--- src/rtl/host_dma_bus_release_defs.svh ---
`ifndef HOST_DMA_BUS_RELEASE_DEFS_SVH
`define HOST_DMA_BUS_RELEASE_DEFS_SVH
// ----------------------------------------------------------------
// Register map
// ----------------------------------------------------------------
`define REG_CTRL 8'h00
`define REG_ADDR 8'h04
`define REG_ADDRX 8'h08
`define REG_LEN 8'h0C
`define REG_STATUS 8'h10
`define REG_MASK 8'h14
`define REG_STATE 8'h18
// ----------------------------------------------------------------
// Field layout
// ----------------------------------------------------------------
`define CTRL_GO_BIT 0
`define CTRL_BURST_BIT 1
`define CTRL_RETRY_LSB 8
`define CTRL_RETRY_MSB 15
`define EV_DONE_BIT 0
`define EV_BERR_BIT 1
`define EV_RLS_BIT 2
`define EV_W 3
`define HALF_W 16
`define RETRY_W 8
// ----------------------------------------------------------------
// Reset values and constants
// ----------------------------------------------------------------
`define RST_WORD 32'h0000_0000
`define RST_HALF 16'h0000
`define RST_RETRY 8'h00
`define RST_EV 3'h0
`define HALF_ONE 16'h0001
`define HALF_MAX 16'hFFFF
`define RETRY_ONE 8'h01
`endif

--- src/rtl/host_dma_bus_release_pkg.sv ---
package host_dma_bus_release_pkg;
  typedef enum logic [3:0] {
    S_IDLE, S_REQ, S_TX, S_T1, S_T2, S_T3, S_T4, S_I1, S_I2
  } bus_state_t;
endpackage : host_dma_bus_release_pkg

--- src/rtl/host_dma_bus_release.sv ---
`timescale 1ns/1ps
`include "host_dma_bus_release_defs.svh"
// Operation
// Synchronise release request before acting
// Ignore release request when not owner
// Finish started cycle, then give bus
// No cycle started: release, start none
// Arbiter holds request until ownership drops
// Bus error ends transfer, ignoring ready
// Nonzero retry setting repeats failed cycle
// Zero retry: release, stop system DMA
// Pass bus error to local side halt
// Ignore bus error outside DMA cycles
// Address and length undefined after error
// Cycle-steal inserts extended state every transfer
// Burst: extended state first, on carry
// Transfer acknowledge is never sampled
// Drop hold request after last T4
// Chip select disabled while owning bus
// Float outputs before dropping ownership
module host_dma_bus_release (
  input wire logic sys_clk_i,
  input wire logic rst_n_i,
  input wire logic clk_en_i,
  input wire logic [7:0] reg_addr_i,
  input wire logic [31:0] reg_wdata_i,
  input wire logic reg_wr_i,
  input wire logic reg_rd_i,
  output logic [31:0] reg_rdata_o,
  output logic irq_o,
  input wire logic host_chip_select_n_i,
  input wire logic bus_release_request_n_i,
  input wire logic bus_error_n_i,
  input wire logic system_ready_n_i,
  input wire logic hold_ack_i,
  output logic hold_request_o,
  output logic bus_owned_n_o,
  output logic [31:0] bus_addr_o,
  output logic bus_addr_oe_o,
  output logic bus_cmd_o,
  output logic bus_cmd_oe_o,
  output logic ext_addr_latch_o,
  output logic local_dma_halt_o,
  output logic host_cs_enable_o,
  output host_dma_bus_release_pkg::bus_state_t bus_state_o
);
  import host_dma_bus_release_pkg::*;

  // ----------------------------------------------------------------
  // Storage
  // ----------------------------------------------------------------
  bus_state_t state_r, state_nxt;
  logic rls_meta_r, rls_sync_r;
  logic go_r, burst_r, halted_r, err_r, first_r, carry_r;
  logic [`RETRY_W-1:0] retry_set_r, retry_left_r;
  logic [`HALF_W-1:0] dma_address_reg, dma_address_extension_reg, dma_length_reg;
  logic [`EV_W-1:0] status_r, mask_r;

  // ----------------------------------------------------------------
  // Decode
  // ----------------------------------------------------------------
  function automatic logic in_xfer(input bus_state_t s);
    in_xfer = (s == S_TX) || (s == S_T1) || (s == S_T2) || (s == S_T3) || (s == S_T4);
  endfunction : in_xfer

  wire owned_w = in_xfer(state_r) || (state_r == S_I1);
  // Slave access only while the DMA side does not own the bus
  wire access_ok = !host_chip_select_n_i && !owned_w;
  wire wr_en = reg_wr_i && access_ok;
  wire rd_en = reg_rd_i && access_ok;
  wire wr_ctrl = wr_en && (reg_addr_i == `REG_CTRL);
  wire wr_addr = wr_en && (reg_addr_i == `REG_ADDR);
  wire wr_addrx = wr_en && (reg_addr_i == `REG_ADDRX);
  wire wr_len = wr_en && (reg_addr_i == `REG_LEN);
  wire wr_stat = wr_en && (reg_addr_i == `REG_STATUS);
  wire wr_mask = wr_en && (reg_addr_i == `REG_MASK);
  wire rls_seen = !rls_sync_r;
  wire run_ok = go_r && !halted_r && (dma_length_reg != `RST_HALF);
  // Bus error only counts inside the data states of a DMA cycle
  wire berr_hit = (state_r == S_T2 || state_r == S_T3) && !bus_error_n_i;
  wire need_tx = !burst_r || first_r || carry_r; // see R12
  wire retry_go = err_r && (retry_left_r != `RST_RETRY);
  wire abort_go = err_r && (retry_left_r == `RST_RETRY);
  wire last_xfer = (dma_length_reg == `HALF_ONE);
  wire ok_t4 = (state_r == S_T4) && !err_r;
  wire carry_w = ok_t4 && (dma_address_reg == `HALF_MAX);
  wire [`EV_W-1:0] ev_set = {
    (state_r == S_T4) && !err_r && rls_seen && !last_xfer,
    (state_r == S_T4) && abort_go,
    ok_t4 && last_xfer
  };
  wire [31:0] rd_word =
    (reg_addr_i == `REG_CTRL) ? {16'h0000, retry_set_r, 6'h00, burst_r, go_r} :
    (reg_addr_i == `REG_ADDR) ? {16'h0000, dma_address_reg} :
    (reg_addr_i == `REG_ADDRX) ? {16'h0000, dma_address_extension_reg} :
    (reg_addr_i == `REG_LEN) ? {16'h0000, dma_length_reg} :
    (reg_addr_i == `REG_STATUS) ? {29'h0000_0000, status_r} :
    (reg_addr_i == `REG_MASK) ? {29'h0000_0000, mask_r} :
    (reg_addr_i == `REG_STATE) ? {26'h000_0000, halted_r, owned_w, state_r} :
    `RST_WORD;

  // ----------------------------------------------------------------
  // Bus cycle sequencer
  // ----------------------------------------------------------------
  // The transfer acknowledge pin is deliberately not an input here.
  always_comb begin
    state_nxt = state_r;
    unique case (state_r)
      S_IDLE: begin
        // A release request alone never moves us: we do not own the bus
        if (run_ok) state_nxt = S_REQ;
      end
      S_REQ: begin
        // Granted but nothing started: give it straight back
        if (hold_ack_i) state_nxt = rls_seen ? S_I1 : S_TX;
      end
      S_TX: state_nxt = S_T1;
      S_T1: state_nxt = S_T2;
      S_T2: state_nxt = S_T3;
      S_T3: begin
        if (berr_hit || !system_ready_n_i) state_nxt = S_T4;
      end
      S_T4: begin
        if (retry_go) state_nxt = need_tx ? S_TX : S_T1;
        else if (abort_go) state_nxt = S_I1;
        else if (last_xfer || rls_seen || !burst_r) state_nxt = S_I1;
        else state_nxt = (!burst_r || carry_w) ? S_TX : S_T1;
      end
      S_I1: state_nxt = S_I2;
      S_I2: state_nxt = S_IDLE;
      default: state_nxt = S_IDLE;
    endcase
  end

  // Two-flop synchroniser on the asynchronous release request
  always_ff @(posedge sys_clk_i or negedge rst_n_i) begin
    if (!rst_n_i) begin
      rls_meta_r <= 1'b1;
      rls_sync_r <= 1'b1;
    end else if (clk_en_i) begin
      rls_meta_r <= bus_release_request_n_i;
      rls_sync_r <= rls_meta_r;
    end
  end

  always_ff @(posedge sys_clk_i or negedge rst_n_i) begin
    if (!rst_n_i) begin
      state_r <= S_IDLE;
      err_r <= 1'b0;
      first_r <= 1'b0;
      carry_r <= 1'b0;
      retry_left_r <= `RST_RETRY;
    end else if (clk_en_i) begin
      state_r <= state_nxt;
      if (state_r == S_T3) err_r <= berr_hit;
      if (state_r == S_REQ) first_r <= 1'b1;
      else if (ok_t4) first_r <= 1'b0;
      if (ok_t4) carry_r <= carry_w;
      if (state_r == S_REQ || ok_t4) retry_left_r <= retry_set_r;
      else if (state_r == S_T4 && retry_go) retry_left_r <= retry_left_r - `RETRY_ONE;
    end
  end

  // ----------------------------------------------------------------
  // Pin outputs, registered from the next state, except bus_addr_o, registered from the address registers
  // ----------------------------------------------------------------
  always_ff @(posedge sys_clk_i or negedge rst_n_i) begin
    if (!rst_n_i) begin
      hold_request_o <= 1'b0;
      bus_owned_n_o <= 1'b1;
      bus_addr_oe_o <= 1'b0;
      bus_cmd_oe_o <= 1'b0;
      bus_cmd_o <= 1'b0;
      ext_addr_latch_o <= 1'b0;
      host_cs_enable_o <= 1'b1;
      bus_addr_o <= `RST_WORD;
      bus_state_o <= S_IDLE;
    end else if (clk_en_i) begin
      // Hold falls on the edge that leaves the final T4
      hold_request_o <= (state_nxt == S_REQ) || in_xfer(state_nxt);
      // Ownership outlives the drivers by one state, so I1 floats first
      bus_owned_n_o <= !(in_xfer(state_nxt) || state_nxt == S_I1);
      bus_addr_oe_o <= in_xfer(state_nxt);
      bus_cmd_oe_o <= in_xfer(state_nxt) && (state_nxt != S_TX);
      bus_cmd_o <= (state_nxt == S_T2) || (state_nxt == S_T3);
      ext_addr_latch_o <= (state_nxt == S_TX);
      host_cs_enable_o <= !(in_xfer(state_nxt) || state_nxt == S_I1);
      bus_addr_o <= {dma_address_extension_reg, dma_address_reg};
      bus_state_o <= state_nxt;
    end
  end

  // ----------------------------------------------------------------
  // Software registers and engine updates
  // ----------------------------------------------------------------
  always_ff @(posedge sys_clk_i or negedge rst_n_i) begin
    if (!rst_n_i) begin
      go_r <= 1'b0;
      burst_r <= 1'b0;
      retry_set_r <= `RST_RETRY;
      halted_r <= 1'b0;
      local_dma_halt_o <= 1'b0;
      dma_address_reg <= `RST_HALF;
      dma_address_extension_reg <= `RST_HALF;
      dma_length_reg <= `RST_HALF;
    end else if (clk_en_i) begin
      if (wr_ctrl) begin
        go_r <= reg_wdata_i[`CTRL_GO_BIT];
        burst_r <= reg_wdata_i[`CTRL_BURST_BIT];
        retry_set_r <= reg_wdata_i[`CTRL_RETRY_MSB:`CTRL_RETRY_LSB];
      end
      // A fatal error stops both sides until software rewrites control
      if (state_r == S_T4 && abort_go) begin
        halted_r <= 1'b1;
        local_dma_halt_o <= 1'b1;
      end else if (wr_ctrl) begin
        halted_r <= 1'b0;
        local_dma_halt_o <= 1'b0;
      end
      // Address and length are left as they fell after an abort.
      if (wr_addr) dma_address_reg <= reg_wdata_i[`HALF_W-1:0];
      else if (ok_t4) dma_address_reg <= dma_address_reg + `HALF_ONE;
      if (wr_addrx) dma_address_extension_reg <= reg_wdata_i[`HALF_W-1:0];
      else if (carry_w) dma_address_extension_reg <= dma_address_extension_reg + `HALF_ONE;
      if (wr_len) dma_length_reg <= reg_wdata_i[`HALF_W-1:0];
      else if (ok_t4) dma_length_reg <= dma_length_reg - `HALF_ONE;
    end
  end

  // Sticky events: a set in the clearing cycle wins
  always_ff @(posedge sys_clk_i or negedge rst_n_i) begin
    if (!rst_n_i) begin
      status_r <= `RST_EV;
      mask_r <= `RST_EV;
      irq_o <= 1'b0;
      reg_rdata_o <= `RST_WORD;
    end else if (clk_en_i) begin
      status_r <= (status_r & ~(wr_stat ? reg_wdata_i[`EV_W-1:0] : `RST_EV)) | ev_set;
      if (wr_mask) mask_r <= reg_wdata_i[`EV_W-1:0];
      irq_o <= |(((status_r & ~(wr_stat ? reg_wdata_i[`EV_W-1:0] : `RST_EV)) | ev_set)
                 & (wr_mask ? reg_wdata_i[`EV_W-1:0] : mask_r));
      reg_rdata_o <= rd_en ? rd_word : `RST_WORD;
    end
  end

  // ----------------------------------------------------------------
  // Assertions
  // ----------------------------------------------------------------
  property p_ignore_unowned;
    @(posedge sys_clk_i) disable iff (!rst_n_i || !clk_en_i)
      (state_r == S_IDLE && !run_ok) |=> (state_r == S_IDLE);
  endproperty
  a_ignore_unowned: assert property (p_ignore_unowned) else $error("left idle without work");

  property p_sync_delay;
    @(posedge sys_clk_i) disable iff (!rst_n_i || !clk_en_i)
      (state_r == S_REQ && hold_ack_i && rls_sync_r) |=> (state_r == S_TX);
  endproperty
  a_sync_delay: assert property (p_sync_delay) else $error("grant without release not taken");

  property p_release_after_cycle;
    @(posedge sys_clk_i) disable iff (!rst_n_i || !clk_en_i)
      (state_r == S_T4 && !err_r && rls_seen) |=> (state_r == S_I1) ##1 (state_r == S_I2);
  endproperty
  a_release_after_cycle: assert property (p_release_after_cycle) else $error("release late");

  property p_release_no_start;
    @(posedge sys_clk_i) disable iff (!rst_n_i || !clk_en_i)
      (state_r == S_REQ && hold_ack_i && rls_seen) |=> (state_r == S_I1 && !bus_addr_oe_o);
  endproperty
  a_release_no_start: assert property (p_release_no_start) else $error("cycle began");

  property p_error_ends;
    @(posedge sys_clk_i) disable iff (!rst_n_i || !clk_en_i)
      (state_r == S_T3 && !bus_error_n_i && system_ready_n_i) |=> (state_r == S_T4 && err_r);
  endproperty
  a_error_ends: assert property (p_error_ends) else $error("error did not end cycle");

  property p_retry;
    @(posedge sys_clk_i) disable iff (!rst_n_i || !clk_en_i)
      (state_r == S_T4 && retry_go) |=> (state_r inside {S_TX, S_T1}) && $stable(dma_address_reg);
  endproperty
  a_retry: assert property (p_retry) else $error("failed cycle not repeated");

  property p_abort_halts;
    @(posedge sys_clk_i) disable iff (!rst_n_i || !clk_en_i)
      (state_r == S_T4 && abort_go) |=> (local_dma_halt_o && halted_r && !hold_request_o)
        ##1 (state_r == S_I2) ##1 (state_r == S_IDLE) ##1 (state_r == S_IDLE);
  endproperty
  a_abort_halts: assert property (p_abort_halts) else $error("abort did not halt");

  property p_steal_tx;
    @(posedge sys_clk_i) disable iff (!rst_n_i || !clk_en_i)
      (state_nxt == S_T1 && !burst_r) |-> (state_r == S_TX);
  endproperty
  a_steal_tx: assert property (p_steal_tx) else $error("steal transfer missing TX");

  property p_hold_drop;
    @(posedge sys_clk_i) disable iff (!rst_n_i || !clk_en_i)
      (state_r == S_T4 && state_nxt == S_I1) |=> (!hold_request_o && !bus_owned_n_o);
  endproperty
  a_hold_drop: assert property (p_hold_drop) else $error("hold not dropped after T4");

  property p_float_first;
    @(posedge sys_clk_i) disable iff (!rst_n_i || !clk_en_i)
      $rose(bus_owned_n_o) |-> ($past(bus_addr_oe_o) == 1'b0) && !bus_cmd_oe_o;
  endproperty
  a_float_first: assert property (p_float_first) else $error("ownership dropped while driving");

  property p_cs_off;
    @(posedge sys_clk_i) disable iff (!rst_n_i || !clk_en_i)
      !bus_owned_n_o |-> !host_cs_enable_o ##1 (reg_rdata_o == `RST_WORD);
  endproperty
  a_cs_off: assert property (p_cs_off) else $error("chip select live while owning");

  c_burst_run: cover property (@(posedge sys_clk_i) disable iff (!rst_n_i)
    (state_r == S_T4 && burst_r) ##1 (state_r == S_T1));
  c_retry: cover property (@(posedge sys_clk_i) disable iff (!rst_n_i)
    (state_r == S_T4 && retry_go));
  c_release: cover property (@(posedge sys_clk_i) disable iff (!rst_n_i)
    (state_r == S_T4 && !err_r && rls_seen && !last_xfer));
  c_carry: cover property (@(posedge sys_clk_i) disable iff (!rst_n_i) carry_w && burst_r);
endmodule : host_dma_bus_release

--- config.mk ---
export PLATFORM = sky130hd
export DESIGN_NAME = host_dma_bus_release
export DESIGN_NICKNAME = d
export VERILOG_FILES = /design/src/rtl/host_dma_bus_release_pkg.sv /design/src/rtl/host_dma_bus_release.sv
export VERILOG_INCLUDE_DIRS = /design/src /design/src/rtl
export SDC_FILE = /design/constraint.sdc
export NUM_CORES = 1
export LEC_CHECK = 0
export ABC_AREA = 1
export BUFFER_PORTS_ARGS = -buffer_cell sky130_fd_sc_hd__buf_2
export CAP_MARGIN = 20
export CORE_ASPECT_RATIO = 2
export CORE_MARGIN = 4
export CORE_UTILIZATION = 50
export CTS_BUF_LIST = sky130_fd_sc_hd__clkbuf_16
export DETAILED_ROUTE_END_ITERATION = 8
export GPL_TIMING_DRIVEN = 0
export PLACE_DENSITY_LB_ADDON = 0.3
export SLEW_MARGIN = 25
export SYNTH_ARGS = -nofsm -noshare
export SYNTH_HDL_FRONTEND = slang
export SYNTH_SLANG_ARGS = --single-unit
--- constraint.sdc ---
create_clock -name sys_clk_i -period 1.95 [get_ports sys_clk_i]
set_input_delay 0.39 -clock sys_clk_i [delete_from_list [all_inputs] [get_ports sys_clk_i]]
set_output_delay 0.39 -clock sys_clk_i [all_outputs]
set_load 0.03 [all_outputs]
==> out/results.txt <==
The count of buffers added on input and output ports is 94. In the post-synthesis netlist, the cell with the most instances is nand2_1. In the synthesized netlist the dominant register cell turns out to be dfrtp_1. The tightest min-delay check is of the in2reg type.

The worst register-to-register path begins at state_r[3]. Number of endpoints with negative hold slack in the final report: 0. In the final timing run, aggregate negative setup slack is 0 ns. The tools report the core outline area as 0.01529 mm^2.

The vias per cell was 5.774. The worst endpoint required time was 2.32 ns; the insertion delay of the later-clocked pin in the worst-skew pair was 0.43 ns. After global routing, the most crowded layer is met2. Measured against its own limit, the worst slew margin works out to 52.97%. In the post-synthesis netlist, the biggest area contributors are dfrtp_1 (43%), nand2_1 (13%), o21ai_0 (9.0%). The critical path startpoint category was a register. The class of the most critical setup path was reg2reg. The first detailed-routing pass ran for 5 iterations. The post-route netlist has 22.45% of its cells at a drive strength greater than 1. The logs give 4 for the number of H-tree levels and 127 for the count of pins on the block boundary. The mean area per synthesized cell was 7.601 um^2. The detailed placement HPWL is 20.14 mm, and the maximum buffer depth of the clock tree is 2. Once detail routing completed, the nets flagged for antenna violations numbered 0. The largest net degree at the start of global routing was 79; the total number of vias was 7985. For the final database, setup skew stands at 0.008270 ns. The floorplan step defined a die boundary enclosing 0.01781 mm^2. For this configuration, the core starts out at a cell density of 51.09%. The area fraction of the dominant cell type after synthesis works out to 42.91%. The cell count after synthesis came out at 1028. In this run, synthesis inferred 0 flip-flops with an integrated enable.

The tools report the utilization after layout as 62.74%. The kind of capture point of the worst setup path is a register. The run gives 0 as the total count of max-transition violations in the final report. The total clock buffers created by CTS was 17. Of all nets on the critical path, the largest fanout is 5. After the last flow step, the layout net total stands at 1228. The endpoint identified for the worst register-to-register timing path is dma_address_extension_reg[14]. The tools report the endpoint with the worst hold slack as rls_meta_r. At the pin with the least slew margin, the transition time is 0.7055 ns. The worst hold path begins at bus_release_request_n_i. The async set-reset flop share out of synthesis works out to 100.0%. From synthesis to final layout, the design area changed by 22.80%.

The register with the most flip-flops in the layout has 32 of them. The total number of placement rows came out at 64. Of the available clock period, the critical path in the final layout requires 97.04%.

The static leakage was 4.852 nW. At the worst endpoint, the arrival time is 2.26 ns. For this run, design rule violations remaining after detail routing come to 0. The power density over the cells works out to 985.2 mW/mm^2. In this run the cell area of the synthesized design comes to 0.007814 mm^2.

The run gives 0 as the total of endpoints with negative setup slack in the final report. Sequential cell area fraction in the yosys report: 43.92%. The run gives 0 as the count of maximum capacitance violations. For this run the aggregate overflow at the end of global routing stands at 0. The met2 global-route usage came out at 52.51%.

During synthesis, Yosys emitted a total of 0 warnings. For the worst flop-to-flop path, the logic depth is 11. The clock sink count is 137.

Achievable frequency: 528.5 MHz. The post-detailed-route wirelength per cell works out to 19.33 um. bus_addr_o holds more flip-flops than any other register.

Aggregate routed wire length: 26.73 mm. TritonCTS built the clock tree. The CTS root buffer was clkbuf_16. The run gives 0.009453 W as the overall power of the completed layout. The die is 96.40 um wide.

Global routing consumed, over all layers together, 31.03% of the routing resources. Cell type with the largest total area after synthesis: dfrtp_1. The maximum resistive drop on vdd was 0.6177 mV; the synthesized flop and latch total was 137.

The logs give 7858 for the via count of the first global-routing pass and 0.06 ns for the worst-case register-to-register setup slack. The run finished with clean final reports. The cell depth of the worst hold path was 3; the clock-pin slew of the registers on the worst-case setup and hold paths was 0.06 ns. The first global-routing pass estimated 41.25 mm of wire.

Setup repair after global routing could not meet its margin everywhere. The number of antenna violations at the first check in global routing was 0; the time the final worst path needs with I/O delays and setup was 1.892 ns. For this block, the initial DRC count from the detailed router was 684. For met1 alone, demand over resource in global routing was 32.24%. The number of different library cells used by synthesis comes to 47. The height of the die came out at 184.8 um. At the end of routability-driven placement, the weighted congestion stood at 0.9890. Counting instances in the post-synthesis netlist gives the leading cell types as nand2_1 (263), o21ai_0 (140), dfrtp_1 (134).

For this run, global-route usage on met3 was measured as 5.488%. The number of inserted diodes came out at 0.
metal layers:
layer  part of all wire [%]  up-vias
li1                       -     3625
met1                     33     3764
met2                     51      441
met3                    6.7      155
met4                    9.8        0
met5                      0        -
cells by family (layout without fill, tap and decap cells):
kind of cell / Yosys count / count (layout) / share of synthesized area, %
AND/OR/NAND/NOR: 432 / 432 / 24.21
AO/OA/AOI/OAI: 252 / 252 / 17.79
buffers and inverters: 171 / 313 / 9.800
flip-flops: 137 / 137 / 43.92
XOR/XNOR: 28 / 28 / 3.139
adder cells (fa/ha/maj): 6 / 6 / 0.9607
other: 1 / 16 / 0.04799
multiplexers: 1 / 1 / 0.1281
power breakdown:
group | leakage [nW] | switching [W] | internal [W]
clock network | 0.319 | 0.00133 | 0.00228
logic | 2.95 | 0.00159 | 0.000753
registers | 1.58 | 0.000296 | 0.00321
layout by cell type, fill, tap and decap left out, types with 11 or more instances in the layout:
cell	Yosys	routed
nor2_2	8	14
inv_1	104	101
buf_4	19	33
o211ai_1	11	11
nor2_1	64	52
nor3_1	16	15
o21ai_1	12	19
o22ai_1	13	13
clkbuf_1	17	14
clkbuf_16	0	17
o21ai_0	140	133
buf_2	13	103
nand3_1	46	45
nand2_1	263	253
nand2_2	4	13
dfrtp_1	134	132
nand4_1	12	12
xor2_1	26	26
a21oi_1	50	45
conb_1	1	16
worst max path at each step:
stage                                 start                       endpoint  slack, ns  cells after the start
after detailed placement           clk_en_i                       halted_r      -0.40                      5
final                            state_r[3]  dma_address_extension_reg[14]       0.06                     11
after global routing      dma_length_reg[0]             dma_length_reg[13]      -0.02                      9
after floorplan                  state_r[1]              dma_length_reg[5]       0.14                     11
after CTS                        state_r[2]             dma_length_reg[14]      0.003                     11
after global placement              rst_n_i                          irq_o      -1.46                      1
through the flow:
| stage | instance area (um^2) | setup WS (ns) | hold slack (ns) | cells |
|---|---|---|---|---|
| finish | 9595 | 0.05771 | 0.1564 | 1383 |
| global route | 9595 | -0.02360 | 0.1874 | 1383 |
| CTS | 9308 | 0.003228 | 0.1571 | 1368 |
| detailed placement | 8626 | -0.4019 | 0.3587 | 1336 |
| global placement | 8588 | -1.461 | 0.4506 | 1335 |
| floorplan | 7870 | 0.1386 | 0.09441 | 1043 |
critical path: stages (launching register included):
cell and delay [ns]:
dfrtp_2 0.46, inv_4 0.10, nand2_4 0.08, nor2_4 0.18
buf_6 0.14, nand4_1 0.12, nor2_4 0.22, o21ai_4 0.11
buf_6 0.16, a21oi_2 0.10, o21ai_0 0.09, nand2_1 0.07
final cells by class:
class,instances,area (um^2)
clock inverter,15,224.0
clock buffer,17,425.4
multi-input combinational,735,3825
buffer,53,332.8
fill,1370,5699
tap,198,247.7
timing repair buffer,111,648.1
sequential,137,3435
inverter,117,457.9
repair_timing:
item	4_1_cts	5_1_grt
pin swaps	1	8
setup endpoints to repair	21	79
endpoints found under the hold margin	56	0
gates cloned	0	1
hold buffers	1	0
gates resized for setup	6	68
setup buffers	0	14
Power figures use the tool's default switching activity.
